File: src/dxbus_map.svh
// Constants for the external bus and reset block.
`ifndef DXBUS_MAP_SVH
`define DXBUS_MAP_SVH
`define DXBUS_ADDR_W 16
`define DXBUS_DATA_W 16
`define DXBUS_PORT_W 3
`define DXBUS_ADDR_RST 16'h0000
`define DXBUS_CLK_PERIOD_NS 10
`define DXBUS_RST_MIN_CYC 5
`define DXBUS_CMD_W 3
`endif

File: src/dxbus_pkg.sv
// Types for the external bus and reset block.
package dxbus_pkg;
    typedef enum logic [2:0] {
        DXBUS_CMD_FETCH = 3'h0,
        DXBUS_CMD_DREAD = 3'h1,
        DXBUS_CMD_PIN = 3'h2,
        DXBUS_CMD_POUT = 3'h3,
        DXBUS_CMD_TABLE_WRITE_INSTR = 3'h4,
        DXBUS_CMD_IDLE = 3'h5
    } dxbus_cmd_t;
    typedef enum logic [1:0] {
        DXBUS_ST_RESET,
        DXBUS_ST_CLEAR,
        DXBUS_ST_WAKE,
        DXBUS_ST_RUN
    } dxbus_state_t;
endpackage

File: src/dxbus_core.sv
// External memory and port bus master with synchronised reset.
`timescale 1ns/1ns
`include "dxbus_map.svh"

// Contract
// - Reset holds strobes high, data bus floated
// - Address and PC cleared after one cycle
// - Ready for fetches two cycles after synchronised release
// - Reset input synchronised to the clock
// - At most one strobe low per cycle
// - Interrupted write address may be invalid
// - Address outputs always driven
// - Port number on low three address lines
// - Upper thirteen address lines low on ports
// - Data driven only during write strobes
// - Write strobes only for their instructions
// - Port read strobe only on port input
module dxbus_core (
    input wire logic core_clk, // Processor clock
    input wire logic rstn, // Power-on reset, active low
    input wire logic reset_in_n, // External reset pin, active low
    input wire dxbus_pkg::dxbus_cmd_t cmd, // Bus cycle requested this cycle
    input wire logic [15:0] cmd_addr, // Memory address for memory cycles
    input wire logic [2:0] cmd_port, // Port number for port cycles
    input wire logic [15:0] cmd_wdata, // Write data for port or table write
    output logic cmd_ready, // Core may issue bus cycles
    output logic [15:0] pc, // Program counter
    output logic [15:0] address_outputs, // Address bus, always driven
    output logic data_read_strobe_n, // Data read strobe
    output logic program_fetch_strobe_n, // Program fetch strobe
    output logic port_write_strobe_n, // Port write strobe
    output logic memory_write_strobe_n, // Memory write strobe
    output logic port_read_strobe_n, // Port read strobe
    output logic [15:0] data_out, // Data bus output
    output logic data_oe, // Data bus output enable
    input wire logic [15:0] data_in, // Data bus input
    output logic [15:0] rdata // Data captured by the last read
);
    import dxbus_pkg::*;

    logic rs_meta_r;
    logic rs_sync_r;
    dxbus_state_t state_r;
    logic run;
    logic rd_cycle;

    // Port cycles put the port number on the address bus instead of a memory address
    function automatic logic is_port_cmd(input dxbus_cmd_t c);
        return (c == DXBUS_CMD_PIN) || (c == DXBUS_CMD_POUT);
    endfunction

    // Only these two cycles turn the data bus around and drive it
    function automatic logic is_write_cmd(input dxbus_cmd_t c);
        return (c == DXBUS_CMD_POUT) || (c == DXBUS_CMD_TABLE_WRITE_INSTR);
    endfunction

    // Two-stage synchroniser; entry and exit latency vary with edge position
    always_ff @(posedge core_clk or negedge rstn) begin
        if (!rstn) begin
            rs_meta_r <= 1'b0;
            rs_sync_r <= 1'b0;
        end else begin
            rs_meta_r <= reset_in_n;
            rs_sync_r <= rs_meta_r;
        end
    end

    // a pulse shorter than the synchroniser may be missed entirely
    always_ff @(posedge core_clk or negedge rstn) begin
        if (!rstn) begin
            state_r <= DXBUS_ST_RESET;
        end else if (!rs_sync_r) begin
            state_r <= DXBUS_ST_CLEAR;
        end else begin
            unique case (state_r)
                DXBUS_ST_RESET: state_r <= DXBUS_ST_WAKE;
                DXBUS_ST_CLEAR: state_r <= DXBUS_ST_WAKE;
                DXBUS_ST_WAKE: state_r <= DXBUS_ST_RUN;
                DXBUS_ST_RUN: state_r <= DXBUS_ST_RUN;
            endcase
        end
    end

    assign run = (state_r == DXBUS_ST_RUN) && rs_sync_r;
    // Any read strobe low: the far side owns the data bus this cycle
    assign rd_cycle = !data_read_strobe_n || !port_read_strobe_n || !program_fetch_strobe_n;

    always_ff @(posedge core_clk or negedge rstn) begin
        if (!rstn) begin
            cmd_ready <= 1'b0;
        end else begin
            cmd_ready <= rs_sync_r && (state_r == DXBUS_ST_WAKE || state_r == DXBUS_ST_RUN);
        end
    end

    // Strobes: one-hot low, all high in reset; registered so no glitches
    always_ff @(posedge core_clk or negedge rstn) begin
        if (!rstn) begin
            data_read_strobe_n <= 1'b1;
            program_fetch_strobe_n <= 1'b1;
            port_write_strobe_n <= 1'b1;
            memory_write_strobe_n <= 1'b1;
            port_read_strobe_n <= 1'b1;
        end else begin
            data_read_strobe_n <= !(run && cmd == DXBUS_CMD_DREAD);
            program_fetch_strobe_n <= !(run && cmd == DXBUS_CMD_FETCH);
            port_write_strobe_n <= !(run && cmd == DXBUS_CMD_POUT);
            memory_write_strobe_n <= !(run && cmd == DXBUS_CMD_TABLE_WRITE_INSTR);
            port_read_strobe_n <= !(run && cmd == DXBUS_CMD_PIN);
        end
    end

    // Address is a plain register: never floated
    always_ff @(posedge core_clk or negedge rstn) begin
        if (!rstn) begin
            address_outputs <= `DXBUS_ADDR_RST;
            pc <= `DXBUS_ADDR_RST;
        end else if (state_r == DXBUS_ST_CLEAR || !rs_sync_r) begin
            // Cleared one cycle after reset is seen; a write cut off here loses its address
            address_outputs <= `DXBUS_ADDR_RST;
            pc <= `DXBUS_ADDR_RST;
        end else if (run) begin
            if (is_port_cmd(cmd)) begin
                address_outputs <= {13'h0000, cmd_port};
            end else if (cmd != DXBUS_CMD_IDLE) begin
                address_outputs <= cmd_addr;
            end
            if (cmd == DXBUS_CMD_FETCH) begin
                pc <= cmd_addr + 16'h0001;
            end
        end
    end

    always_ff @(posedge core_clk or negedge rstn) begin
        if (!rstn) begin
            data_oe <= 1'b0;
            data_out <= 16'h0000;
        end else begin
            data_oe <= run && is_write_cmd(cmd);
            data_out <= (run && is_write_cmd(cmd)) ? cmd_wdata : 16'h0000;
        end
    end

    // Read data taken at the end of each read strobe cycle
    always_ff @(posedge core_clk or negedge rstn) begin
        if (!rstn) begin
            rdata <= 16'h0000;
        end else begin
            if (rd_cycle) begin
                rdata <= data_in;
            end
        end
    end
endmodule // dxbus_core

File: config.mk
export PLATFORM = sky130hd
export DESIGN_NAME = dxbus_core
export DESIGN_NICKNAME = d
export VERILOG_FILES = /design/src/dxbus_pkg.sv /design/src/dxbus_core.sv
export VERILOG_INCLUDE_DIRS = /design/src /design/src/src
export SDC_FILE = /design/constraint.sdc
export NUM_CORES = 1
export LEC_CHECK = 0
export ABC_AREA = 0
export ABC_CLOCK_PERIOD_IN_PS = 3500
export BUFFER_PORTS_ARGS = -buffer_cell sky130_fd_sc_hd__buf_2
export CORE_MARGIN = 3
export CORE_UTILIZATION = 40
export DETAILED_ROUTE_END_ITERATION = 10
export HOLD_SLACK_MARGIN = 0.15
export PLACE_DENSITY = 0.8
export SLEW_MARGIN = 15
export SYNTH_ARGS = -nofsm -noshare
export SYNTH_HDL_FRONTEND = slang
export SYNTH_SLANG_ARGS = --single-unit
File: constraint.sdc
create_clock -name core_clk -period 3.5 [get_ports core_clk]
set_clock_uncertainty 0.2 [all_clocks]
set_input_delay 0.175 -clock core_clk [delete_from_list [all_inputs] [get_ports core_clk]]
set_output_delay 0.175 -clock core_clk [all_outputs]
set_load 0.02 [all_outputs]
==> impl.org <==
** Synth
- Dividing the synthesized area by the synthesized cell count gives 13.0 um2.
- Number of warnings printed during yosys synthesis :: 0
- By area, the combinational part of the netlist is dominated by simple AND/OR/NAND/NOR gates.
- Proportion of synthesized area in mux cells :: 6.94%
- Syn_nets :: roughly 290
- Synth Area in Simple Gates :: around 15%
- Number of different library cells in the post-synthesis netlist :: 37
- EDFF count, synth :: 0
- Summing the areas of all fa, ha and maj instances in the mapped netlist gives 0.413% of the synthesized area.
- Yosys top cell by area :: dfrtp_1
- Synthesis-stage register bit count :: 75
- Of the total synthesized cell area, the portion taken by XOR and XNOR cells is between 4 and 5%.
- Async set or reset register ratio after synthesis :: 100%
- Sequential-to-total area share from yosys stat :: between 60 and 70%
- The synthesized netlist devotes 8.68% of its cell area to compound gates.
- The top cell type by area accounts for 57.9% of the synthesized area.
- Post-synth design cell area :: between 3000 and 4000 um2
- After technology mapping, the gate count stands at 233.
- In the post-synthesis netlist, the biggest area contributors are dfrtp_1, dfstp_2, a22o_1, mux2_1, xnor2_1.
- Among all flip-flop cells after synthesis, the most frequent one is dfrtp_1.

** Worst hold path
- Worst hold path class :: register to register
- The worst hold path terminates at rs_sync_r.
- The startpoint identified for the worst hold timing path is rs_meta_r.
- Worst hold path stage count :: 0

** Global route
- Maximum number of pins on one net before global-route repair :: 76
- The first global-routing pass estimated 13.4 mm of wire.
- After global routing the overflow that remains totals 0.
- The via count of the first global-routing pass came to ~2700.
- The initial antenna violation count was 0.
- Global routing used between 15 and 20% of the available tracks.

** Final layout
- Compared with the post-synthesis result, the final layout area differs by 48.5%.
- # nets final :: roughly 480
- Ratio of cells with drive above 1 in the final layout :: between 30% and 40%
- Antenna fix cells :: 0

** Worst setup path
- Kind of start point of the critical path :: input pin
- The worst register-to-register path ends at rdata[13].
- In this run the critical register-to-register path is launched from port_read_strobe_n.
- Data arrives at the worst endpoint at around 2000 ps.
- Along the worst path, the maximum fanout reaches 8.
- The setup check on the worst reg-to-reg path leaves a slack of between 1500 and 2000 ps.
- Required time reported for the critical path endpoint :: 3510 ps
- The worst setup path is captured at a register.
- The worst register-to-register path has a depth of 2.
- Class of the most critical setup path :: input pin to register

** Pwr
- Clock network fraction of total power :: a little under a third
- Across the VDD grid, the largest voltage drop is around 170 uV.
- Of the total power, registers draw 49.3%.
- Cell internal pwr :: approximately 1.4 mW
- Logic gate share of total power :: between 10% and 20%
- Dividing total power by cell area gives a power density of 439 nW/um2.
- Switching Power :: between 500 and 600 uW
- In this run the static leakage power is ~2.2 nW.
- Net switching is a little over a quarter of the power.
- Power consumption :: 1.97 mW

** Drt
- Wire per inst :: about 16 um
- Per-cell via count in the routed design :: between 4 and 5
- Number of design rule violations left after detail routing :: 0
- Violation count after the first detailed-route iteration :: between 150 and 200
- For this block, the via count after detailed routing is 2555.
- Once detail routing completed, the nets flagged for antenna violations numbered 0.
- Before antenna repair, the detailed router went through 4 iterations.
- Total length of routed wires :: between 8 and 9 mm

** Clock tree
- Total CTS buffers :: 9
- CTS HTree Levels :: 3
- CTS root buffer :: clkbuf_8
- Gates resized during post-CTS repair numbered 0.
- At the later pin of the worst-skew pair, clock insertion delay measures about 330 ps.
- Post-CTS Repair Setup Buffers :: 0
- Count of hold buffers inserted by post-cts repair :: 60
- Longest Clk Path Bufs :: 2
- TritonCTS built the clock tree.
- Number of clock sinks :: 75
- After clock tree synthesis, the clock-pin slew on the worst setup and hold paths is approximately 70 ps.

** Place
- Detailed placement finished with a half-perimeter wire length of between 5 and 6 mm.
- Port-buffer cells :: 127
- At the end of routability-driven placement, the weighted congestion stood at 0.841.

** Job
- Across the run, the number of max-cap violations was 0.

** STA
- Counting I/O delays and the setup requirement, the final critical path takes 2000 ps.
- In this run the tightest slew margin relative to its limit is approximately two fifths.
- Final TNS setup :: 0 ps
- Final number of max-transition violations :: 0
- Unrepaired setup endpoints after global routing :: false
- Final cycle utilization of the critical path :: between 50% and 60%
- Final Hold Violating Endpoints :: 0
- Maximum frequency from static timing analysis :: between 500 and 600 MHz
- For the pin with the worst max-slew slack, the measured transition is 921 ps.
- Count of endpoints failing setup in the final report :: 0

** Die
- Floorplan row count :: 31
- Die span in x :: 93.0 um
- In this run the count of I/O pins placed on the die edge is between 100 and 150.
- The floorplan step set the die height to roughly 93 um.
- Die area :: about 8600 um2
- Initial core utilization :: approximately 42%
- CORE AREA :: 7290 um2

** Run status
- Status :: finished, final reports clean
[worst max-delay path by stage]
stage | from | to | depth (start not counted)
finish | cmd[2] | address_outputs[2] | 6
floorplan | program_fetch_strobe_n | rdata[10] | 3
detailed placement | port_read_strobe_n | rdata[14] | 2
global placement | program_fetch_strobe_n | rdata[14] | 2
CTS | port_read_strobe_n | rdata[14] | 2
global route | port_read_strobe_n | rdata[13] | 2
[metrics by stage]
stage               utilization (%)  worst slack, ps  instances  instance area, um2  hold slack, ps
detailed placement             51.0             1540        449                3720            84.3
global placement               51.0             1650        449                3720            85.9
finish                         61.7             1500        524                4500             149
floorplan                         -             1830        233                3030            -321
CTS                            61.7             1530        524                4500             151
global route                   61.7             1400        524                4500             173
[cell usage after synthesis, types with 3 or more instances]
| library cell | instances |
|---|---|
| a22o_1 | 13 |
| and2_1 | 16 |
| buf_2 | 5 |
| buf_4 | 3 |
| dfrtp_1 | 70 |
| dfstp_2 | 5 |
| mux2_1 | 10 |
| mux2_2 | 6 |
| mux2i_1 | 3 |
| nand2_1 | 23 |
| nand3_1 | 5 |
| nand3_2 | 3 |
| nand4_1 | 5 |
| nor2_1 | 5 |
| nor3_1 | 4 |
| nor4_2 | 3 |
| o21ai_1 | 15 |
| o21ai_2 | 3 |
| xnor2_1 | 12 |
[cell families (layout without fill, tap and decap cells)]
logic type,Yosys count,in the layout
xor gates and xnor gates,14,14
AOI/OAI and AO/OA,36,36
and+or+nand+nor,77,77
buffers and inverters,11,203
adders and majority gates,1,1
muxes,19,19
DFF,75,75
[registers in the layout, summed over array words and instances, names as in the netlist]
register	cells
port_read_strobe_n	1
data_read_strobe_n	1
rs_meta_r	1
state_r	2
memory_write_strobe_n	1
data_out	16
pc	16
port_write_strobe_n	1
address_outputs	16
rs_sync_r	1
cmd_ready	1
program_fetch_strobe_n	1
rdata	16
data_oe	1
[final cells by class]
class,instances,area (um2)
Clock buffer,12,135
Clock inverter,3,40.0
Fill cell,631,2800
Inverter,1,3.75
Multi-Input combinational cell,147,1070
Sequential cell,75,1880
Tap cell,99,124
Timing Repair Buffer,187,1240
[worst max-delay path, stage by stage]
cell and delay (ps):
dlygate4sd3_1 540, buf_2 180, nand2b_1 260, mux2i_1 200
dlygate4sd3_1 570, o21ai_1 70
[routing by layer]
metal,wire [um],share of wire (%),vias to the layer above,global-route usage [%]
li1,-,-,1188,-
met1,3130,38,1235,24.0
met2,4340,52,110,33.7
met3,581,7.0,22,5.07
met4,229,2.8,0,9.52
met5,0,0,-,0
[layout by cell type, fill, tap and decap left out, types with 4 or more instances in the layout]
cell and count:
clkbuf_8 9, dfstp_2 5, nand3_1 5, mux2_1 10, dfrtp_1 70, nor3_1 4
nand2_1 23, mux2_2 6, a22o_1 13, nand4_1 5, xnor2_1 12, and2_1 16
o21ai_1 15, nor2_1 5, buf_2 126, dlygate4sd3_1 60
[power by group through the flow]
stage | Combinational [mW] | Clock, mW | Sequential (mW)
2_1_floorplan | 0.0974 | 0 | 1.07
3_3_place_gp | 0.323 | 0 | 0.985
3_5_place_dp | 0.333 | 0 | 0.987
4_1_cts | 0.385 | 0.627 | 0.971
5_1_grt | 0.416 | 0.676 | 0.982
6_report | 0.387 | 0.613 | 0.972
(Power assumes the default switching activity.)
